### config.mk
export PLATFORM = sky130hd
export DESIGN_NAME = udc_cmd_regs
export DESIGN_NICKNAME = d
export VERILOG_FILES = /design/src/udc_pkg.sv /design/src/udc_ev_if.sv /design/src/udc_cmd_regs.sv /design/src/udc_trans_track.sv
export SDC_FILE = /design/constraint.sdc
export NUM_CORES = 1
export LEC_CHECK = 0
export ABC_AREA = 0
export BUFFER_PORTS_ARGS = -buffer_cell sky130_fd_sc_hd__buf_2
export CAP_MARGIN = 40
export CORE_MARGIN = 4
export CORE_UTILIZATION = 45
export CTS_CLUSTER_DIAMETER = 120
export DETAILED_ROUTE_END_ITERATION = 10
export GPL_TIMING_DRIVEN = 0
export HOLD_SLACK_MARGIN = 0.02
export MAX_ROUTING_LAYER = met4
export PLACE_DENSITY = 0.74
export SLEW_MARGIN = 15
export SYNTH_ARGS = -nofsm -noshare
export SYNTH_HDL_FRONTEND = slang
export SYNTH_SLANG_ARGS = --single-unit
export TNS_END_PERCENT = 50
### constraint.sdc
create_clock -name clock_i -period 3 [get_ports clock_i]
set_clock_uncertainty 0.15 [all_clocks]
set_input_delay 0.15 -clock clock_i [delete_from_list [all_inputs] [get_ports clock_i]]
set_output_delay 0.15 -clock clock_i [all_outputs]
set_load 0.01 [all_outputs]
### src/udc_pkg.sv
// Purpose: constants for the usb device command register block
// Assumes: 8-bit parallel command/data port, one core clock
// Notes: command codes and bit positions of the config and status bytes
package udc_pkg;
    localparam logic [7:0] CMD_DMA_CONFIG = 8'hfb;
    localparam logic [7:0] CMD_READ_IRQ = 8'hf4;
    localparam logic [7:0] CMD_SELECT_BASE = 8'h00;
    localparam logic [7:0] CMD_TRANS_BASE = 8'h40;
    localparam int NUM_ENDPOINTS = 6;
    localparam logic [7:0] CFG_RESET = 8'h00;
    localparam int CFG_BURST_LO = 0;
    localparam int CFG_ENABLE = 2;
    localparam int CFG_DIRECTION = 3;
    localparam int CFG_AUTO_RESTART = 4;
    localparam int CFG_PIN_MODE = 5;
    localparam int CFG_EP4_IRQ_EN = 6;
    localparam int CFG_EP5_IRQ_EN = 7;
    localparam int IRQ_BUS_RESET = 6;
    localparam int IRQ_SUSPEND_CHANGE = 7;
    localparam int IRQ_DMA_END = 0;
    localparam int SEL_FULL = 0;
    localparam int SEL_STALL = 1;
    localparam int TR_SUCCESS = 0;
    localparam int TR_ERR_LO = 1;
    localparam int TR_SETUP = 5;
    localparam int TR_TOGGLE = 6;
    localparam int TR_OVERWRITE = 7;
    localparam int SOF_MISS_SUSPEND = 3;
    localparam logic [3:0] ERR_NONE = 4'h0;
    localparam logic [3:0] ERR_PID_ENCODING = 4'h1;
    localparam logic [3:0] ERR_PID_UNKNOWN = 4'h2;
    localparam logic [3:0] ERR_UNEXPECTED = 4'h3;
    localparam logic [3:0] ERR_TOKEN_CRC = 4'h4;
    localparam logic [3:0] ERR_DATA_CRC = 4'h5;
    localparam logic [3:0] ERR_TIMEOUT = 4'h6;
    localparam logic [3:0] ERR_UNEXPECTED_EOP = 4'h8;
    localparam logic [3:0] ERR_NAKED = 4'h9;
    localparam logic [3:0] ERR_STALL_SENT = 4'ha;
    localparam logic [3:0] ERR_OVERFLOW = 4'hb;
    localparam logic [3:0] ERR_BIT_STUFF = 4'hd;
    localparam logic [3:0] ERR_WRONG_DATA_PID = 4'hf;
    localparam logic [1:0] BURST_SINGLE = 2'h0;
    localparam logic [1:0] BURST_4 = 2'h1;
    localparam logic [1:0] BURST_8 = 2'h2;
    localparam logic [1:0] BURST_16 = 2'h3;
    localparam logic [4:0] LEN_SINGLE = 5'h01;
    localparam logic [4:0] LEN_4 = 5'h04;
    localparam logic [4:0] LEN_8 = 5'h08;
    localparam logic [4:0] LEN_16 = 5'h10;
endpackage

### src/udc_ev_if.sv
// Purpose: transaction event carrier between the tracker and the top
// Assumes: one event per cycle at most
// Notes: the top drives the event fields, the tracker consumes them and drives flags and read_status back
interface udc_ev_if;
    logic valid;
    logic [2:0] endpoint_index;
    logic [7:0] status;
    logic flag_clear;
    logic [2:0] clear_index;
    logic [5:0] flags;
    logic [7:0] read_status;
    modport source (output valid, endpoint_index, status, flag_clear, clear_index, input flags, read_status);
    modport sink (input valid, endpoint_index, status, flag_clear, clear_index, output flags, read_status);
endinterface

### src/udc_cmd_regs.sv
// Purpose: command-addressed dma config, interrupt and endpoint status registers
// Assumes: host strobes a command byte, then data reads or writes
// Notes: read data is registered and presented one cycle after the strobe
module udc_cmd_regs #(
    parameter int ENDPOINTS = 6
) (
    // clock, reset, enable
    input wire logic clock_i,
    input wire logic rst_i,
    input wire logic ce_i,
    // parallel command port
    input wire logic cmd_wr_i,
    input wire logic data_wr_i,
    input wire logic data_rd_i,
    input wire logic [7:0] data_i,
    output logic [7:0] data_o,
    // usb engine events
    input wire logic trans_valid_i,
    input wire logic [2:0] trans_index_i,
    input wire logic [7:0] trans_status_i,
    input wire logic sof_i,
    input wire logic bus_reset_i,
    input wire logic resume_i,
    input wire logic [ENDPOINTS-1:0] buffer_full_i,
    input wire logic [ENDPOINTS-1:0] stalled_i,
    // mode settings held elsewhere
    input wire logic irq_on_nak_err_i,
    input wire logic sof_only_irq_i,
    // dma
    input wire logic transfer_end_in_n_i,
    input wire logic dma_done_i,
    output logic dma_enable_o,
    output logic dma_direction_o,
    output logic [4:0] dma_burst_len_o,
    output logic dma_restart_o,
    // interrupt pin and suspend state
    output logic irq_o,
    output logic suspended_o
);
    if (ENDPOINTS != udc_pkg::NUM_ENDPOINTS) begin
        $error("endpoint count must be six");
    end

    typedef enum logic [4:0] {
        ST_IDLE = 5'h01,
        ST_CFG = 5'h02,
        ST_IRQ1 = 5'h04,
        ST_IRQ2 = 5'h08,
        ST_SEL = 5'h10
    } udc_state_type;

    udc_ev_if ev();

    udc_state_type state, next_state;
    logic [7:0] dma_configuration, next_dma_configuration;
    logic [7:6] irq_low_misc, next_irq_low_misc;
    logic dma_end_flag, next_dma_end_flag;
    logic [7:0] rdata, next_rdata;
    logic [1:0] sof_miss, next_sof_miss;
    logic suspended, next_suspended;
    logic frame_tick;
    logic [7:0] irq_low;
    logic [ENDPOINTS-1:0] ep_enabled;

    function automatic logic [4:0] burst_len(input logic [1:0] code);
        unique case (code)
            udc_pkg::BURST_SINGLE: burst_len = udc_pkg::LEN_SINGLE;
            udc_pkg::BURST_4: burst_len = udc_pkg::LEN_4;
            udc_pkg::BURST_8: burst_len = udc_pkg::LEN_8;
            udc_pkg::BURST_16: burst_len = udc_pkg::LEN_16;
        endcase
    endfunction

    function automatic logic in_range(input logic [7:0] cmd, input logic [7:0] base);
        in_range = (cmd >= base) && (cmd < base + 8'(ENDPOINTS));
    endfunction

    udc_trans_track #(.ENDPOINTS(ENDPOINTS)) u_track (
        .clock_i(clock_i),
        .rst_i(rst_i),
        .ce_i(ce_i),
        .irq_on_nak_err_i(irq_on_nak_err_i),
        .ev(ev.sink)
    );

    // limitation: no frame timer in this block, so suspend entry never fires
    assign frame_tick = 1'b0;
    assign ev.valid = trans_valid_i;
    assign ev.endpoint_index = trans_index_i;
    assign ev.status = trans_status_i;
    assign ev.clear_index = data_i[2:0];
    assign ev.flag_clear = cmd_wr_i && in_range(data_i, udc_pkg::CMD_TRANS_BASE);

    always_comb begin
        ep_enabled = '1;
        ep_enabled[4] = dma_configuration[udc_pkg::CFG_EP4_IRQ_EN];
        ep_enabled[5] = dma_configuration[udc_pkg::CFG_EP5_IRQ_EN];
        irq_low = {irq_low_misc, ev.flags & ep_enabled};
    end

    always_comb begin
        next_state = state;
        next_dma_configuration = dma_configuration;
        next_irq_low_misc = irq_low_misc;
        next_dma_end_flag = dma_end_flag;
        next_rdata = rdata;
        next_sof_miss = sof_miss;
        next_suspended = suspended;
        if (cmd_wr_i) begin
            next_state = ST_IDLE;
            if (data_i == udc_pkg::CMD_DMA_CONFIG) begin
                next_state = ST_CFG;
                next_rdata = dma_configuration;
            end else if (data_i == udc_pkg::CMD_READ_IRQ) begin
                next_state = ST_IRQ1;
                next_rdata = irq_low;
            end else if (in_range(data_i, udc_pkg::CMD_SELECT_BASE)) begin
                next_state = ST_SEL;
                next_rdata = 8'h00;
                next_rdata[udc_pkg::SEL_FULL] = buffer_full_i[data_i[2:0]];
                next_rdata[udc_pkg::SEL_STALL] = stalled_i[data_i[2:0]];
            end else if (in_range(data_i, udc_pkg::CMD_TRANS_BASE)) begin
                next_rdata = ev.read_status;
            end
        end else if (data_wr_i) begin
            unique case (state)
                ST_CFG: next_dma_configuration = data_i;
                ST_IDLE, ST_IRQ1, ST_IRQ2, ST_SEL: next_state = state;
            endcase
        end else if (data_rd_i) begin
            unique case (state)
                ST_IRQ1: begin
                    next_irq_low_misc = 2'b00;
                    next_rdata = {7'h00, dma_end_flag};
                    next_state = ST_IRQ2;
                end
                ST_IRQ2: begin
                    next_dma_end_flag = 1'b0;
                    next_state = ST_IDLE;
                end
                ST_CFG, ST_IDLE, ST_SEL: next_state = state;
            endcase
        end
        // hardware sets win over read clears
        if (bus_reset_i) next_irq_low_misc[udc_pkg::IRQ_BUS_RESET] = 1'b1;
        if (dma_done_i) next_dma_end_flag = 1'b1;
        if (!transfer_end_in_n_i) begin
            next_dma_configuration[udc_pkg::CFG_ENABLE] = 1'b0;
            next_dma_end_flag = 1'b1;
        end
        if (sof_i) begin
            next_sof_miss = 2'b00;
            if (suspended || resume_i) begin
                next_suspended = 1'b0;
                if (suspended) next_irq_low_misc[udc_pkg::IRQ_SUSPEND_CHANGE] = 1'b1;
            end
        end else if (frame_tick && !suspended) begin
            if (sof_miss == 2'(udc_pkg::SOF_MISS_SUSPEND - 1)) begin
                next_suspended = 1'b1;
                next_irq_low_misc[udc_pkg::IRQ_SUSPEND_CHANGE] = 1'b1;
            end else begin
                next_sof_miss = sof_miss + 2'h1;
            end
        end
        if (resume_i && suspended) begin
            next_suspended = 1'b0;
            next_irq_low_misc[udc_pkg::IRQ_SUSPEND_CHANGE] = 1'b1;
        end
    end

    always_ff @(posedge clock_i) begin
        if (rst_i) begin
            state <= ST_IDLE;
            dma_configuration <= udc_pkg::CFG_RESET;
            irq_low_misc <= 2'b00;
            dma_end_flag <= 1'b0;
            rdata <= 8'h00;
            sof_miss <= 2'h0;
            suspended <= 1'b0;
        end else if (ce_i) begin
            state <= next_state;
            dma_configuration <= next_dma_configuration;
            irq_low_misc <= next_irq_low_misc;
            dma_end_flag <= next_dma_end_flag;
            rdata <= next_rdata;
            sof_miss <= next_sof_miss;
            suspended <= next_suspended;
        end
    end

    assign data_o = rdata;
    assign dma_enable_o = dma_configuration[udc_pkg::CFG_ENABLE];
    assign dma_direction_o = dma_configuration[udc_pkg::CFG_DIRECTION];
    assign dma_burst_len_o = burst_len(dma_configuration[udc_pkg::CFG_BURST_LO +: 2]);
    // restart only when auto restart is set and dma still enabled
    assign dma_restart_o = dma_done_i && dma_configuration[udc_pkg::CFG_AUTO_RESTART]
        && dma_configuration[udc_pkg::CFG_ENABLE];
    assign suspended_o = suspended;
    // level output; sof-only mode overrides the pin mode bit
    assign irq_o = sof_only_irq_i ? sof_i
        : ((|irq_low) || dma_end_flag || (dma_configuration[udc_pkg::CFG_PIN_MODE] && sof_i));
endmodule

### src/udc_trans_track.sv
// Purpose: per-endpoint last-transaction status and endpoint flags
// Assumes: status bytes arrive already assembled by the serial engine
// Notes: a new event on the cleared endpoint beats the clear
module udc_trans_track #(
    parameter int ENDPOINTS = 6
) (
    // clock and control
    input wire logic clock_i,
    input wire logic rst_i,
    input wire logic ce_i,
    input wire logic irq_on_nak_err_i,
    // event carrier
    udc_ev_if.sink ev
);
    if (ENDPOINTS != udc_pkg::NUM_ENDPOINTS) begin
        $error("endpoint count must be six");
    end
    logic [7:0] result [ENDPOINTS];
    logic [7:0] next_result [ENDPOINTS];
    logic [ENDPOINTS-1:0] unread;
    logic [ENDPOINTS-1:0] next_unread;
    logic [ENDPOINTS-1:0] flags;
    logic [ENDPOINTS-1:0] next_flags;

    function automatic logic raises(input logic [7:0] st, input logic mode);
        raises = st[udc_pkg::TR_SUCCESS] || mode;
    endfunction

    always_comb begin
        next_result = result;
        next_unread = unread;
        next_flags = flags;
        if (ev.flag_clear) begin
            next_unread[ev.clear_index] = 1'b0;
            next_flags[ev.clear_index] = 1'b0;
        end
        if (ev.valid) begin
            next_result[ev.endpoint_index] = ev.status;
            // a status read in this same cycle counts as read
            next_result[ev.endpoint_index][udc_pkg::TR_OVERWRITE] = next_unread[ev.endpoint_index];
            next_unread[ev.endpoint_index] = 1'b1;
            // nak and errored results only flag when the mode allows
            if (raises(ev.status, irq_on_nak_err_i)) begin
                next_flags[ev.endpoint_index] = 1'b1;
            end
        end
    end

    always_ff @(posedge clock_i) begin
        if (rst_i) begin
            for (int i = 0; i < ENDPOINTS; i++) begin
                result[i] <= 8'h00;
            end
            unread <= '0;
            flags <= '0;
        end else if (ce_i) begin
            result <= next_result;
            unread <= next_unread;
            flags <= next_flags;
        end
    end

    assign ev.flags = flags;
    assign ev.read_status = result[ev.clear_index];
endmodule

==> results of run 1 <==
## flip-flops by register name, summed over array words and instances (netlist names)
register           cells
u_track.result        48
data_o                 8
dma_configuration      8
u_track.ev.flags       6
u_track.unread         6
state                  5
dma_end_flag           1
irq_low_misc           1
## cell type report
class | instances | area [sq um]
multi-input cells | 353 | 2228
clock inverters | 7 | 52.55
plain buffers | 29 | 133.9
repair buffers | 72 | 440.4
fillers | 817 | 3954
flip-flops and latches | 83 | 1662
well taps | 108 | 135.1
inverters | 9 | 33.78
clock buffers | 9 | 123.9
## layer usage
layer | track usage [%] | vias to the layer above | wire (um) | share of wire (%)
met2 | 39.66 | 224 | 5736 | 47
li1 | - | 1883 | - | -
met5 | - | - | 0 | 0
met1 | 29.65 | 1821 | 4851 | 40
met4 | 6.574 | 0 | 269 | 2.2
met3 | 6.631 | 30 | 1293 | 11
## worst paths after layout
kind,start,end,slack (ps),depth (start not counted)
max,data_i[5],u_track.ev.flags[2],690,6
min,trans_index_i[1],u_track.result[47],30,4
max reg2reg,state[1],state[3],1070,5
min reg2reg,u_track.result[15],u_track.result[15],300,2
## critical path, stage by stage
cell and delay (ps):
dlygate4sd3_1 550, buf_2 160, nor4_2 340, nand4_1 450
or3_1 510, a31o_2 260
## power breakdown
part           leakage, nW  switching (W)  total [W]  internal, W
Sequential           0.670      0.0000101    0.00113      0.00112
Combinational         1.24       0.000155   0.000254    0.0000986
Clock               0.0900       0.000431   0.000737     0.000306
## what timing repair did
item / 4_1_cts / 5_1_grt
hold endpoints to repair: 51 / 0
hold buffers: 16 / 0
gates resized for setup: 0 / 0
setup buffers: 0 / 0
## stage by stage
| step | total power (W) | instances | util (%) | hold WS (ps) |
|---|---|---|---|---|
| finish | 0.002117 | 670 | 54.88 | 28.80 |
| global route | 0.002204 | 670 | 54.88 | 31.85 |
| CTS | 0.002121 | 670 | 54.88 | 22.15 |
| detailed placement | 0.001384 | 638 | 51.04 | 254.1 |
| global placement | 0.001380 | 638 | 51.04 | 248.1 |
| floorplan | 0.001285 | 474 | - | 136.0 |
## cell usage in the layout (no fill, tap or decap), types with 5 or more instances in the layout
cell / Yosys / layout
clkbuf_8: 0 / 9
o21ai_0: 27 / 27
inv_1: 8 / 8
dfxtp_1: 83 / 83
nor2b_1: 10 / 10
nand2_1: 57 / 57
a21oi_1: 46 / 46
mux2_2: 7 / 7
nand2b_1: 5 / 5
nand4_1: 5 / 5
nor3_1: 5 / 5
nor2_1: 52 / 52
o211ai_1: 11 / 11
dlygate4sd3_1: 0 / 16
clkbuf_1: 20 / 20
mux2i_1: 46 / 46
nand3_1: 10 / 10
buf_2: 5 / 61
o22ai_1: 5 / 5
## logic make-up (layout without fill, tap and decap cells)
group | Yosys count | count (layout) | synth area share [%]
AND/OR/NAND/NOR | 169 | 169 | 20.06
multiplexers | 54 | 54 | 13.86
buffers and inverters | 38 | 126 | 4.136
flip-flops | 83 | 83 | 40.99
other | 1 | 2 | 0.09250
AO/OA/AOI/OAI | 127 | 127 | 20.65
XOR/XNOR | 1 | 1 | 0.2161
==> summary.txt, run 1 <==
Synthesis
  • FF+latch count, synth: 83
  • Avg Cell Area, Syn: 8.571 sq um
  • Top-area cell type share of the netlist area: 40.99%
  • Area leader, netlist: dfxtp_1
  • Post-synthesis cell count: between 400 and 500
  • Yosys warnings: 0
  • Synth Flop Type: dfxtp_1
  • List of most frequent post-synthesis cells: 83 x dfxtp_1, 57 x nand2_1, 52 x nor2_1, 46 x a21oi_1, 46 x mux2i_1
  • Async SR Flop Fraction: 0%
  • Post-synthesis cell type count: 64
  • Most common cell in the netlist: dfxtp_1
  • Number of synthesized flops with an enable pin: 0
  • Synth top area cells: dfxtp_1 41%, mux2i_1 11%, a21oi_1 5.7%, nand2_1 5.3%, nor2_1 4.8%
  • Sequential fraction of the synthesis area: 40.99%
  • Synthesized area: about 4100 sq um

Status
  • Status: completed

Worst setup path
  • Worst setup EP type: register
  • CP max FO: 10
  • CP Data Required Time: 3110 ps
  • Startpoint Class: primary input
  • Worst Path Arrival: between 2000 and 2500 ps
  • Crit path kind: primary input to register

Pwr
  • Worst vdd ir: ~330 uV
  • LEAKAGE: 1.996 nW
  • Cell Pwr Density: 440.2 nW/um^2

Routing
  • Vias per cell: 5.907
  • Via count: 3958
  • Final wirelength: 12.15 mm
  • Final ANT Viol Nets: 0
  • DRC Markers: 0
  • Initial DRC Count: 363
  • Wire per inst: 18.14 um
  • Pre-Repair DR Iteration Count: 5

Finish
  • Fin area: 4810 sq um
  • Layout cells sized above 1: 17.79%
  • Nets@finish: 602
  • Ant. Diodes: 0
  • Layout area overhead: 18.64%

STA
  • Tmin final: 2306 ps
  • RSZ-0062 raised after global routing: false
  • F_max: 433.6 MHz
  • Worst slew pin tran: 846.5 ps
  • Pins Over Slew Limit: 0
  • Setup slack after layout: ~700 ps
  • Max-slew headroom: a little over two fifths
  • Fin. Hold Viols: 0
  • Fin crit share: 76.88%
  • Setup Viol. Count Final: 0
  • Setup TNS: 0 ps

Clock network
  • Root buf cell: clkbuf_8
  • H-tree Lvls: 3
  • Clock sinks: 83
  • TritonCTS clock tree: done
  • Worst-path clk slew: about 80 ps
  • CTS buffer count: 9
  • Max Buffers Root-to-Sink: 2
  • Clock latency on the worst-skew pair: 360 ps

Global route
  • Grt ovf: 0
  • All-Layer GR Usage: 24.30%
  • First-pass GRT wire length: ~19 mm
  • Initial antenna violation count: 0
  • Vias in the first global route: 3664
  • Pin count of the biggest net entering global routing: 16

Die
  • Core area: 8763 sq um
  • Die Span Y: 102.9 um
  • Die ar.: ~11000 sq um
  • Initial Util: around 46%
  • Die X-Extent: 102.9 um
  • Row count: 34
  • Num ports: 63

Place
  • Dpl ws: 794.8 ps
  • Routability Congestion: 0.9624
  • Post-DP HPWL: 8.691 mm
  • IO Port Bufs: 56
  • Cell Area, Placed: 4473 sq um

Run
  • Max-cap violations: 0

Min path
  • Worst Hold Class: primary input to register
Power figures use the tool's default switching activity.
==> inputs of run 2 (changes only) <==
- PLACE_DENSITY: 0.74 -> 0.76
- clock period: 3 -> 1.9 ns (I/O delays scaled with it)
==> summary.txt, run 2 (synthesized netlist as in run 1, its figures left out) <==
Status
  • Status: completed

Worst setup path
  • Worst r2r dst: data_o[5]
  • R2r startpoint: u_track.result[21]
  • Startpoint Class: register
  • Crit path kind: register to output pin
  • Worst setup EP type: output pin
  • R2r setup slk: roughly 30 ps
  • CP max FO: 3
  • CP Data Required Time: 1650 ps
  • Cell count of the worst reg-to-reg path: 4
  • Worst Path Arrival: 1650 ps

Clock network
  • Clock latency on the worst-skew pair: about 370 ps
  • H-tree Lvls: 3
  • CTS buffer count: 9
  • TritonCTS clock tree: done
  • Clock sinks: 83
  • Root buf cell: clkbuf_8
  • Setup Buffers After CTS: 0
  • Max Buffers Root-to-Sink: 2
  • Worst-path clk slew: 90 ps

Finish
  • Nets@finish: 601
  • Ant. Diodes: 0
  • Fin util: 55.75%
  • Largest Register: u_track.result
  • Most common library cell in the layout ignoring fill and taps: dfxtp_1
  • Largest register FFs: 48
  • Number of fill cells: 781
  • Most frequent cells in the layout: 83 x dfxtp_1, 61 x buf_2, 57 x nand2_1, 52 x nor2_1
  • Layout cells sized above 1: a little under a fifth
  • Multi-input logic area: 2251 sq um
  • Layout area overhead: 20.52%
  • Fin area: ~4900 sq um
  • Register area: 1662 sq um

STA
  • F_max: 528.4 MHz
  • Worst slew pin tran: 867.1 ps
  • Pins Over Slew Limit: 0
  • Setup slack after layout: approximately 7.4 ps
  • Tmin final: 1893 ps
  • Setup Viol. Count Final: 0
  • RSZ-0062 raised after global routing: true
  • Fin. Hold Viols: 0
  • Max-slew headroom: about two fifths
  • Fin crit share: 99.61%

Die
  • Initial Util: 46.26%
  • Die Span Y: 102.9 um
  • Num ports: 63
  • Die X-Extent: 102.9 um
  • Row count: 34
  • Core area: between 8000 and 9000 sq um
  • Die ar.: approximately 11000 sq um

Global route
  • Pin count of the biggest net entering global routing: 15
  • Most used routing layer: met2
  • Met1 usage: 31.60%
  • First-pass GRT wire length: 19.66 mm
  • Vias in the first global route: 3883
  • Met2 Use GR: 39.12%
  • Met3 GRT Util: 6.089%
  • Grt ovf: 0
  • All-Layer GR Usage: 25.22%
  • Initial antenna violation count: 0

Routing
  • Pre-Repair DR Iteration Count: 6
  • Via count: 4059
  • Final ANT Viol Nets: 0
  • DRC Markers: 0
  • Initial DRC Count: 433
  • Final wirelength: 12.83 mm
  • Wire per inst: 19.18 um
  • Vias per cell: 6.067

Place
  • Cell Area, Placed: 4473 sq um
  • IO Port Bufs: 56
  • Routability Congestion: around 1
  • Post-DP HPWL: 8.849 mm
  • Dpl ws: -319.1 ps

Pwr
  • Total chip power: 0.003684 W
  • Worst vdd ir: 597.7 uV
  • Cell Pwr Density: 754.1 nW/um^2
  • LEAKAGE: between 2 and 2.5 nW

Min path
  • Hold path startpoint: data_wr_i
  • Worst Hold Class: primary input to register
  • Hold Path Sink: dma_end_flag
  • WHS Path Cells: 5

Run
  • Max-cap violations: 0
-- run 2: repair_timing --
action | in CTS | in global routing
gates resized for setup | 2 | 2
setup endpoints to repair | 2 | 14
hold buffers | 16 | 0
cloned | 0 | 0
pin swaps | 0 | 2
hold endpoints to repair | 51 | 0
-- run 2: metrics by stage --
step	setup TNS (ps)	hold WS (ps)	cells
after floorplan	0	80.96	474
after global placement	-1351	188.2	638
after detailed placement	-1778	202.0	638
after CTS	0	32.19	670
after global routing	-102.8	63.24	669
final	0	40.49	669
-- run 2: how the worst max path moves through the flow --
stage / startpoint / endpoint / slack, ps
6_report: u_track.ev.flags[0] / irq_o / 7
3_3_place_gp: ce_i / u_track.ev.flags[2] / -270
2_1_floorplan: data_i[1] / data_o[1] / 170
4_1_cts: state[4] / dma_configuration[2] / 0.9
3_5_place_dp: ce_i / u_track.ev.flags[2] / -320
5_1_grt: u_track.ev.flags[0] / irq_o / -40
-- run 2: critical path, stage by stage, from the launching register on --
cell and delay, ps:
dfxtp_1 320, or4_1 540, nor4_2 170, o21ai_0 100, buf_2 140
-- run 2: final cells by class --
| class | count | share of cell area, % |
|---|---|---|
| multi-input combinational | 353 | 46.07 |
| sequential | 83 | 34.01 |
| timing repair buffer | 72 | 9.014 |
| clock buffer | 11 | 3.099 |
| tap | 108 | 2.766 |
| buffer | 28 | 2.663 |
| clock inverter | 5 | 1.690 |
| inverter | 9 | 0.6914 |
-- run 2: per-layer routing --
metal	vias to the layer above	share of wire, %
li1	1870	-
met1	1915	41
met2	231	46
met3	43	9.5
met4	0	3.1
met5	-	0
-- run 2: where the power goes --
part | total [W] | switching (W) | internal, W
logic | 0.000411 | 0.000253 | 0.000157
registers | 0.00178 | 0.0000170 | 0.00176
clock network | 0.00150 | 0.000676 | 0.000819
